### src/common/gdsc_pkg.sv
package gdsc_pkg;

   // Register indices on the internal register port
   localparam logic [4:0]  ADDR_ERR     = 5'h13;
   localparam logic [4:0]  ADDR_CFG     = 5'h14;
   localparam logic [4:0]  ADDR_ADV     = 5'h15;
   localparam logic [4:0]  ADDR_BND     = 5'h16;

   // Error register bit positions
   localparam int          ERR_VTO_BIT  = 9;
   localparam int          ERR_AOV_BIT  = 6;
   localparam int          ERR_AUV_BIT  = 5;
   localparam int          ERR_CLS_BIT  = 4;
   localparam int          LMI_BIT      = 1;
   localparam int          PAR_BIT      = 0;

   // Config field layout: stored bits 15:4
   localparam int          CFG_LSB      = 4;
   localparam logic [15:0] CFG_RESET    = 16'hC111;

   // Verification timeout figures
   localparam int          VTO_REG_MS   = 15;
   localparam int          VTO_LONG_MS  = 60;
   localparam int          CLK_KHZ      = 100000;
   localparam int          VTO_W        = 23;

   typedef enum logic [1:0] {
      CLAMP_LOW,
      CLAMP_HIGH,
      CLAMP_SAFE,
      CLAMP_REGULAR
   } gdsc_clamp_e;

   typedef enum logic [1:0] {
      DIO_INPUT,
      DIO_MIRROR,
      DIO_RSVD2,
      DIO_RSVD3
   } gdsc_dio_e;

   typedef struct packed {
      gdsc_clamp_e clampMode;
      logic        ocSel;
      logic        lockSel;
      logic        satSel;
      logic        toLong;
      logic        pulse_suppressor_enable;
      logic        clampEn;
      gdsc_dio_e   dioMode;
      logic        advWe;
      logic        beComp;
   } gdsc_cfg_s;

   typedef struct packed {
      logic vto;
      logic aov;
      logic auv;
      logic cls;
   } gdsc_err_s;

endpackage

### src/hdl/gdsc_regs.sv
`timescale 1ns/1ns
// Overview of operation
// - Verification timeout event sets sticky error bit 9 until cleared.
// - Upper ADC boundary violation sets sticky error bit 6.
// - Lower ADC boundary violation sets sticky error bit 5.
// - Detected loss of primary communication sets sticky error bit 4.
// - Error bits 8:7 and bits 3:2 of both registers read zero.
// - Bit 1 of every read word shows whether last message was discarded.
// - Bit 0 of every read word is a device-computed parity bit.
// - Config bits 15:14 select clamp inhibit pin behaviour, four modes.
// - Config bit 13 picks overcurrent comparator threshold.
// - Config bit 12 picks secondary lockout threshold.
// - Config bit 11 picks saturation detection threshold.
// - Config bit 10 picks verification timeout 15 ms or 60 ms.
// - Config bit 9 enables the pulse suppressor.
// - Config bit 8 clamps saturation pin to ground while PWM is off.
// - Config bits 7:6: 00 input, 01 mirror first digital pin.
// - Config bit 5 clear discards advanced and boundary register writes.
// - Leaving configuration mode clears advanced write enable automatically.
// - Config bit 4 enables base-emitter compensation of plateau levels.
module gdsc_regs
   import gdsc_pkg::*;
#(
   parameter int unsigned VTO_REG_CYC  = VTO_REG_MS * CLK_KHZ,
   parameter int unsigned VTO_LONG_CYC = VTO_LONG_MS * CLK_KHZ
) (
   input  wire logic             mclk,
   input  wire logic             rst,
   input  wire logic             regWrite,
   input  wire logic             regRead,
   input  wire logic [4:0]       regAddr,
   input  wire logic [15:0]      regWdata,
   input  wire logic             msgDone,
   input  wire logic             msgBad,
   input  wire logic             verifyTimeoutEvt,
   input  wire logic             adcOverEvt,
   input  wire logic             adcUnderEvt,
   input  wire logic             commLossEvt,
   input  wire logic             configModeActive,
   input  wire logic             pwmOn,
   input  wire logic             safeTurnOff,
   input  wire logic             regularTurnOff,
   input  wire logic             digitalIoOnePin,
   output logic [15:0]           regRdata,
   output logic                  regRvalid,
   output logic                  advWriteStrobe,
   output logic [4:0]            advWriteAddr,
   output logic [15:0]           advWriteData,
   output logic                  advWriteDiscard,
   output logic                  clampInhibitPin,
   output logic                  overcurrentThresholdSelect,
   output logic                  lockoutThresholdSelect,
   output logic                  saturationThresholdSelect,
   output logic [VTO_W-1:0]      verifyTimeoutLimit,
   output logic                  pulseSuppressorEnable,
   output logic                  saturationPinClamp,
   output logic                  digitalIoTwoOut,
   output logic                  digitalIoTwoOe,
   output logic                  baseEmitterCompEnable
);

   gdsc_cfg_s   cfg;
   gdsc_err_s   err;
   logic        lastMessageInvalid;
   logic        cfgModeDly;
   logic        dioSync1;
   logic        dioSync2;
   logic [15:0] next_word;
   logic        wrErr;
   logic        wrCfg;
   logic        wrAdv;
   logic        modeLeft;
   logic        next_clamp;

   assign wrErr    = regWrite && (regAddr == ADDR_ERR);
   assign wrCfg    = regWrite && (regAddr == ADDR_CFG);
   assign wrAdv    = regWrite && ((regAddr == ADDR_ADV) || (regAddr == ADDR_BND));
   assign modeLeft = cfgModeDly && !configModeActive;

   // Sticky flags: event wins over a clear in the same cycle; write 1 clears
   always_ff @(posedge mclk) begin
      if (rst) begin
         err <= '0;
      end else begin
         err.vto <= verifyTimeoutEvt | (err.vto & ~(wrErr & regWdata[ERR_VTO_BIT]));
         err.aov <= adcOverEvt | (err.aov & ~(wrErr & regWdata[ERR_AOV_BIT]));
         err.auv <= adcUnderEvt | (err.auv & ~(wrErr & regWdata[ERR_AUV_BIT]));
         err.cls <= commLossEvt | (err.cls & ~(wrErr & regWdata[ERR_CLS_BIT]));
      end
   end

   always_ff @(posedge mclk) begin
      if (rst) begin
         lastMessageInvalid <= 1'b0;
      end else if (msgDone) begin
         lastMessageInvalid <= msgBad;
      end
   end

   always_ff @(posedge mclk) begin
      if (rst) begin
         cfgModeDly <= 1'b0;
      end else begin
         cfgModeDly <= configModeActive;
      end
   end

   // Mode exit clear beats a simultaneous software set of the enable
   always_ff @(posedge mclk) begin
      if (rst) begin
         cfg <= gdsc_cfg_s'(CFG_RESET[15:CFG_LSB]);
      end else begin
         if (wrCfg) begin
            cfg <= gdsc_cfg_s'(regWdata[15:CFG_LSB]);
         end
         if (modeLeft) begin
            cfg.advWe <= 1'b0;
         end
      end
   end

   // Advanced and boundary register writes pass only while enabled
   always_ff @(posedge mclk) begin
      if (rst) begin
         advWriteStrobe  <= 1'b0;
         advWriteDiscard <= 1'b0;
         advWriteAddr    <= '0;
         advWriteData    <= '0;
      end else begin
         advWriteStrobe  <= wrAdv && cfg.advWe;
         advWriteDiscard <= wrAdv && !cfg.advWe;
         if (wrAdv) begin
            advWriteAddr <= regAddr;
            advWriteData <= regWdata;
         end
      end
   end

   // Read word assembly, reserved bits left at zero
   always_comb begin
      next_word = 16'h0000;
      case (regAddr)
         ADDR_ERR: begin
            next_word[ERR_VTO_BIT] = err.vto;
            next_word[ERR_AOV_BIT] = err.aov;
            next_word[ERR_AUV_BIT] = err.auv;
            next_word[ERR_CLS_BIT] = err.cls;
         end
         ADDR_CFG: begin
            next_word[15:CFG_LSB] = cfg;
         end
         default: begin
            next_word = 16'h0000;
         end
      endcase
      next_word[LMI_BIT] = lastMessageInvalid;
      next_word[PAR_BIT] = ~^next_word[15:1];
   end

   always_ff @(posedge mclk) begin
      if (rst) begin
         regRdata  <= '0;
         regRvalid <= 1'b0;
      end else begin
         regRvalid <= regRead;
         if (regRead) begin
            regRdata <= next_word;
         end
      end
   end

   always_comb begin
      case (cfg.clampMode)
         CLAMP_LOW:     next_clamp = 1'b0;
         CLAMP_HIGH:    next_clamp = 1'b1;
         CLAMP_SAFE:    next_clamp = safeTurnOff;
         CLAMP_REGULAR: next_clamp = safeTurnOff | regularTurnOff;
         default:       next_clamp = 1'b0;
      endcase
   end

   // First digital pin arrives from outside: two-stage synchroniser
   always_ff @(posedge mclk) begin
      if (rst) begin
         dioSync1 <= 1'b0;
         dioSync2 <= 1'b0;
      end else begin
         dioSync1 <= digitalIoOnePin;
         dioSync2 <= dioSync1;
      end
   end

   always_ff @(posedge mclk) begin
      if (rst) begin
         clampInhibitPin            <= 1'b0;
         overcurrentThresholdSelect <= 1'b0;
         lockoutThresholdSelect     <= 1'b0;
         saturationThresholdSelect  <= 1'b0;
         verifyTimeoutLimit         <= '0;
         pulseSuppressorEnable      <= 1'b0;
         saturationPinClamp         <= 1'b0;
         digitalIoTwoOut            <= 1'b0;
         digitalIoTwoOe             <= 1'b0;
         baseEmitterCompEnable      <= 1'b0;
      end else begin
         clampInhibitPin            <= next_clamp;
         overcurrentThresholdSelect <= cfg.ocSel;
         lockoutThresholdSelect     <= cfg.lockSel;
         saturationThresholdSelect  <= cfg.satSel;
         verifyTimeoutLimit         <= cfg.toLong ? VTO_W'(VTO_LONG_CYC)
                                                  : VTO_W'(VTO_REG_CYC);
         pulseSuppressorEnable      <= cfg.pulse_suppressor_enable;
         saturationPinClamp         <= cfg.clampEn && !pwmOn;
         digitalIoTwoOe             <= (cfg.dioMode == DIO_MIRROR);
         digitalIoTwoOut            <= (cfg.dioMode == DIO_MIRROR) && dioSync2;
         baseEmitterCompEnable      <= cfg.beComp;
      end
   end
endmodule // gdsc_regs

### config.mk
export PLATFORM = sky130hd
export DESIGN_NAME = gdsc_regs
export DESIGN_NICKNAME = d
export VERILOG_FILES = /design/src/common/gdsc_pkg.sv /design/src/hdl/gdsc_regs.sv
export SDC_FILE = /design/constraint.sdc
export NUM_CORES = 1
export LEC_CHECK = 0
export BUFFER_PORTS_ARGS = -buffer_cell sky130_fd_sc_hd__buf_2
export CAP_MARGIN = 20
export CORE_MARGIN = 2
export CORE_UTILIZATION = 37
export CTS_BUF_LIST = sky130_fd_sc_hd__clkbuf_8
export DETAILED_ROUTE_END_ITERATION = 8
export PLACE_DENSITY = 0.67
export SLEW_MARGIN = 5
export SYNTH_ARGS = -nofsm -noshare
export SYNTH_HDL_FRONTEND = slang
export SYNTH_SLANG_ARGS = --single-unit
export TNS_END_PERCENT = 50
### constraint.sdc
create_clock -name mclk -period 4.5 [get_ports mclk]
set_clock_uncertainty 0.15 [all_clocks]
set_input_delay 0.9 -clock mclk [delete_from_list [all_inputs] [get_ports mclk]]
set_output_delay 0.9 -clock mclk [all_outputs]
set_load 0.005 [all_outputs]
# Yosys cells after proc, flatten, opt, wreduce, memory -nomap -nowiden
# Index checks and enable logic that the tools add are counted.
[totals]
register_bits = 90
latch_bits = 0
mem_bits_rw = 0
romBits = 0
in_bits = 36
elab_cells = 80
memories = 0
[op_classes]
n_addsub = 0
mul = 0
n_div = 0
magnitude_cmp = 0
eq_ne = 8
shift = 0
mux = 6
n_bitwise = 17
n_reduce_logical = 15
[ops]
columns = ["op", "count"]
rows = [
  ["23-bit 2-to-1 mux", 1],
  ["5-bit equality test, second input constant", 4],
  ["15-bit XNOR reduction", 1],
  ["1-bit bitwise AND", 8],
  ["1-bit logical AND", 8],
  ["6-bit 2-to-1 mux", 1],
  ["3-bit one-hot mux with 2 select lines", 1],
  ["1-bit bitwise OR", 5],
  ["2-bit by 1-bit equality test with 1-bit output, second input constant", 2],
  ["2-bit equality test, second input constant", 2],
  ["1-bit NOT", 4],
  ["1-bit one-hot mux with 4 select lines", 1],
  ["1-bit zero test", 3],
  ["2-bit zero test", 1],
  ["2-bit 2-to-1 mux", 1],
  ["1-bit one-hot mux with 2 select lines", 1],
  ["2-bit OR reduction", 1],
  ["1-bit logical OR", 1],
]

# Logic depth before layout (Yosys ltp)
[logic_depth]
ltp_word = 6
ltp_mapped = 6
depth_no_buf = 6

# Least setup slack after synthesis
# OpenSTA, ideal clock, no wires.
[synth_path]
path_kind = "input to register"
from = "in regAddr[3]"
to = "reg regRdata[0]"
setup_ps = 88
arrival_ps = 2228
required_ps = 4262
slack_ps = 2034
stages = 6
n_path_buf = 0
path_cell_list = "nand3b_1 -> nor2_2 -> a22oi_1 -> or3_1 -> a21o_1 -> a311oi_2"
[synth_via]
elab_chain_cells = 3
elab_cells_between_ends = 7
cone_classes = "eq/ne (2); mux (4); reduce/logical (1)"
[synth_rtl]
columns = ["item", "line", "source"]
rows = [
  ["from (decl)", "gdsc_regs.sv:31", "input wire logic [4:0] regAddr,"],
  ["5-bit equality test", "gdsc_regs.sv:142", "case (regAddr)"],
  ["3-bit one-hot mux with 2 select lines, or another cell as far along", "gdsc_regs.sv:142", ""],
  ["15-bit XNOR reduction *", "gdsc_regs.sv:157", "next_word[PAR_BIT] = ~^next_word[15:1];"],
  ["to (signal assigned)", "gdsc_regs.sv:167", "regRdata <= next_word;"],
  ["to (decl)", "gdsc_regs.sv:44", "output logic [15:0] regRdata,"],
]
# Mark *: on every way between the ends. The rest lies on a longest branch, timed or not.
# A chain may end at the register's enable or synchronous reset.

# Worst setup path after layout
# Same ends and word-level chain as after synthesis.

==> reports/qor.json <==
{
  "power_and_ir_drop": {
    "vdd.ir_drop.worst_v": 0.000147,
    "powerDensity_nw_per_um2": 349,
    "total_power_mw": 1.16,
    "power.leakage_nw": 1.50
  },
  "final_layout": {
    "post-route-cell-area_um2": 3320,
    "layout.nets": 428,
    "insertedDiodeCount": 0,
    "post_route_cells_drive_above_1_share_pct": 28.8,
    "relative_area_change_from_synthesis_to_final_layout_pct": 21.7,
    "stdcell_count": 495
  },
  "clock_tree": {
    "cts_tree": "done",
    "cts-buffers-inserted": 9,
    "clock_sinks": 70,
    "cts_resized": 0,
    "cts.reportedPaths.clkPinSlew_ns": 0.07,
    "clock_tree.buffer_depth": 2,
    "clock_insertion_delay_worst_skew_ns": 0.33,
    "ctsHtreeMaxLevel": 3,
    "post-cts-setup-buffer-count": 0,
    "clockRootBuffer": "sky130_fd_sc_hd__clkbuf_8",
    "number_of_buffers_inserted_by_hold_repair_at_cts": 0
  },
  "setup_path": {
    "crit_required_ns": 4.60,
    "critical_path_arrival_ns": 2.67,
    "cp_max_fo": 15,
    "criticalPathCategory": "input port to flip-flop",
    "worst_setup_path_start_kind": "input port",
    "critical_path_sink_type": "flip-flop"
  },
  "synth": {
    "synth_top_area_cell": "sky130_fd_sc_hd__dfxtp_1",
    "synth_top_flop_cell": "sky130_fd_sc_hd__dfxtp_1",
    "synth_edf_count": 0,
    "yosysMostFrequentCell": "sky130_fd_sc_hd__dfxtp_1",
    "synth.lib_cells_used.distinct": 34,
    "synth_area_leaders": "sky130_fd_sc_hd__dfxtp_1, sky130_fd_sc_hd__nand2_1, sky130_fd_sc_hd__a21oi_1",
    "synth.top_cells.by_count": "sky130_fd_sc_hd__dfxtp_1, sky130_fd_sc_hd__nand2_1, sky130_fd_sc_hd__a21oi_1, sky130_fd_sc_hd__buf_4, sky130_fd_sc_hd__nor2_1",
    "synthesis.area_um2": 2730,
    "seq_cells_post_synth": 70,
    "synth.yosys.seq_area_share_pct": 51.4,
    "synth_cells": 313,
    "yosys_top_cell_area_share_pct": 51.4,
    "synth.avg_cell_area_um2": 8.71,
    "postSynth.asyncResetShare_pct": 0,
    "yosysWarningCount": 0
  },
  "place": {
    "place_worst_setup_slack_ns": 1.58,
    "gp_congestion": 0.759,
    "dpl_wire_length_um": 4420,
    "post-place-cells": 480,
    "placement.cell_area_um2": 3150,
    "port_buffers": 98
  },
  "floorplanning": {
    "pin_count": 108,
    "die-height_um": 89.9,
    "dieArea_um2": 8070,
    "dieWidth_um": 89.9,
    "cell_row_count": 31,
    "initial_core_util_pct": 37.8,
    "design.core.area_um2": 7210
  },
  "sta": {
    "final-max-slew-violation-count": 0,
    "layout_worst_path_cycle_share_pct": 57.2,
    "slew_headroom_pct": 48.2,
    "grt_setup_unrepaired": "false",
    "clock.fmax_mhz": 389,
    "period_needed_ns": 2.57,
    "finalSetupTns_ns": 0,
    "worst_slew_pin_slew_ns": 0.774,
    "final_critical_path_setup_slack_ns": 1.93,
    "timing_hold_violations_final": 0,
    "final-setup-viol-count": 0
  },
  "global_routing": {
    "grt_pass1_wl_um": 10200,
    "grt_pass1_vias": 2033,
    "grt_start_max_net_pins": 40,
    "grt_antenna_before_repair": 0,
    "globalRoute.totalOverflow": 0,
    "grt_util_all_layers_pct": 15.6
  },
  "detailed_routing": {
    "wirelength_um": 6170,
    "antenna_violating_nets_post_route": 0,
    "vias": 2278,
    "dr.pass1.iters": 4,
    "wire_per_inst_um": 12.5,
    "avgViaCountPerCell": 4.60,
    "drtIter0Drc": 76,
    "drc": 0
  },
  "run": {
    "timing.max_cap.violations": 0
  },
  "min_path": {
    "worst_hold_path_type": "flip-flop to flip-flop"
  },
  "run_status": {
    "status": "finished clean"
  }
}
-- report_power, final --
group          total, mW  switching (mW)  internal [mW]
clock              0.432           0.212          0.220
sequential         0.643         0.00826          0.634
combinational     0.0816          0.0462         0.0354
total               1.16           0.266          0.890
-- final cells by class --
cell class,count,area [um2]
clock inverter,4,16.3
sequential,70,1400
timing repair buffer,99,498
inverter,4,15.0
fill,768,3900
clock buffer,11,151
multi-input combinational,208,1110
tap,99,124
-- registers in the layout (all words and copies together), names as in the netlist, 3 cells and up --
register            count
advWriteData           16
regRdata               14
cfg                    12
advWriteAddr            5
err                     4
verifyTimeoutLimit      3
-- layer usage --
layer	up-vias	global-route usage [%]	share of wire, %
met1	1023	20.9	46
met3	8	4.69	7.5
met5	-	0	0
li1	1162	-	-
met4	0	6.15	1.1
met2	85	23.6	45
-- cell families (layout without fill, tap and decap cells) --
kind of cell	count (synthesis)	after routing	share of synthesized area, %
buf+inv	43	118	8.94
other cells	1	9	0.137
xor+xnor	6	6	3.44
compound gates	55	55	11.7
flops	70	70	51.4
mux	2	2	0.734
simple gates	136	136	23.6
-- through the flow --
step                      hold WS, ns  util (%)
after global placement          0.255      43.7
after global routing            0.323      46.0
after floorplan                 0.251         -
final                           0.286      46.0
after CTS                       0.290      46.0
after detailed placement        0.280      43.7
-- critical path, cell delays in order --
cell	delay [ns]
sky130_fd_sc_hd__buf_2	0.11
sky130_fd_sc_hd__nand3b_1	0.21
sky130_fd_sc_hd__nor3_4	0.45
sky130_fd_sc_hd__a22oi_1	0.16
sky130_fd_sc_hd__or3_1	0.41
sky130_fd_sc_hd__a21o_1	0.20
sky130_fd_sc_hd__a311oi_2	0.24
-- worst paths after layout --
kind	from	end	slack [ns]	cells after the start
worst max-delay path	regAddr[3]	regRdata[0]	1.93	7
worst min-delay path	cfgModeDly	cfg[1]	0.29	1
worst max register to register	cfg[0]	regRdata[0]	2.28	6
worst min register to register	cfgModeDly	cfg[1]	0.29	1
-- layout by cell type, fill, tap and decap left out, types with 3 or more instances in the layout --
master and count:
sky130_fd_sc_hd__a211oi_1 4, sky130_fd_sc_hd__a21oi_1 38, sky130_fd_sc_hd__a22oi_1 4, sky130_fd_sc_hd__and3_1 3, sky130_fd_sc_hd__buf_2 98, sky130_fd_sc_hd__clkbuf_8 11, sky130_fd_sc_hd__conb_1 9, sky130_fd_sc_hd__dfxtp_1 70
sky130_fd_sc_hd__inv_1 7, sky130_fd_sc_hd__nand2_1 58, sky130_fd_sc_hd__nand2b_1 11, sky130_fd_sc_hd__nand3_1 18, sky130_fd_sc_hd__nor2_1 22, sky130_fd_sc_hd__nor2b_1 9, sky130_fd_sc_hd__nor3_1 3, sky130_fd_sc_hd__o21ai_0 3
sky130_fd_sc_hd__xnor3_1 3
No activity file was read; power rests on OpenSTA's default activity.
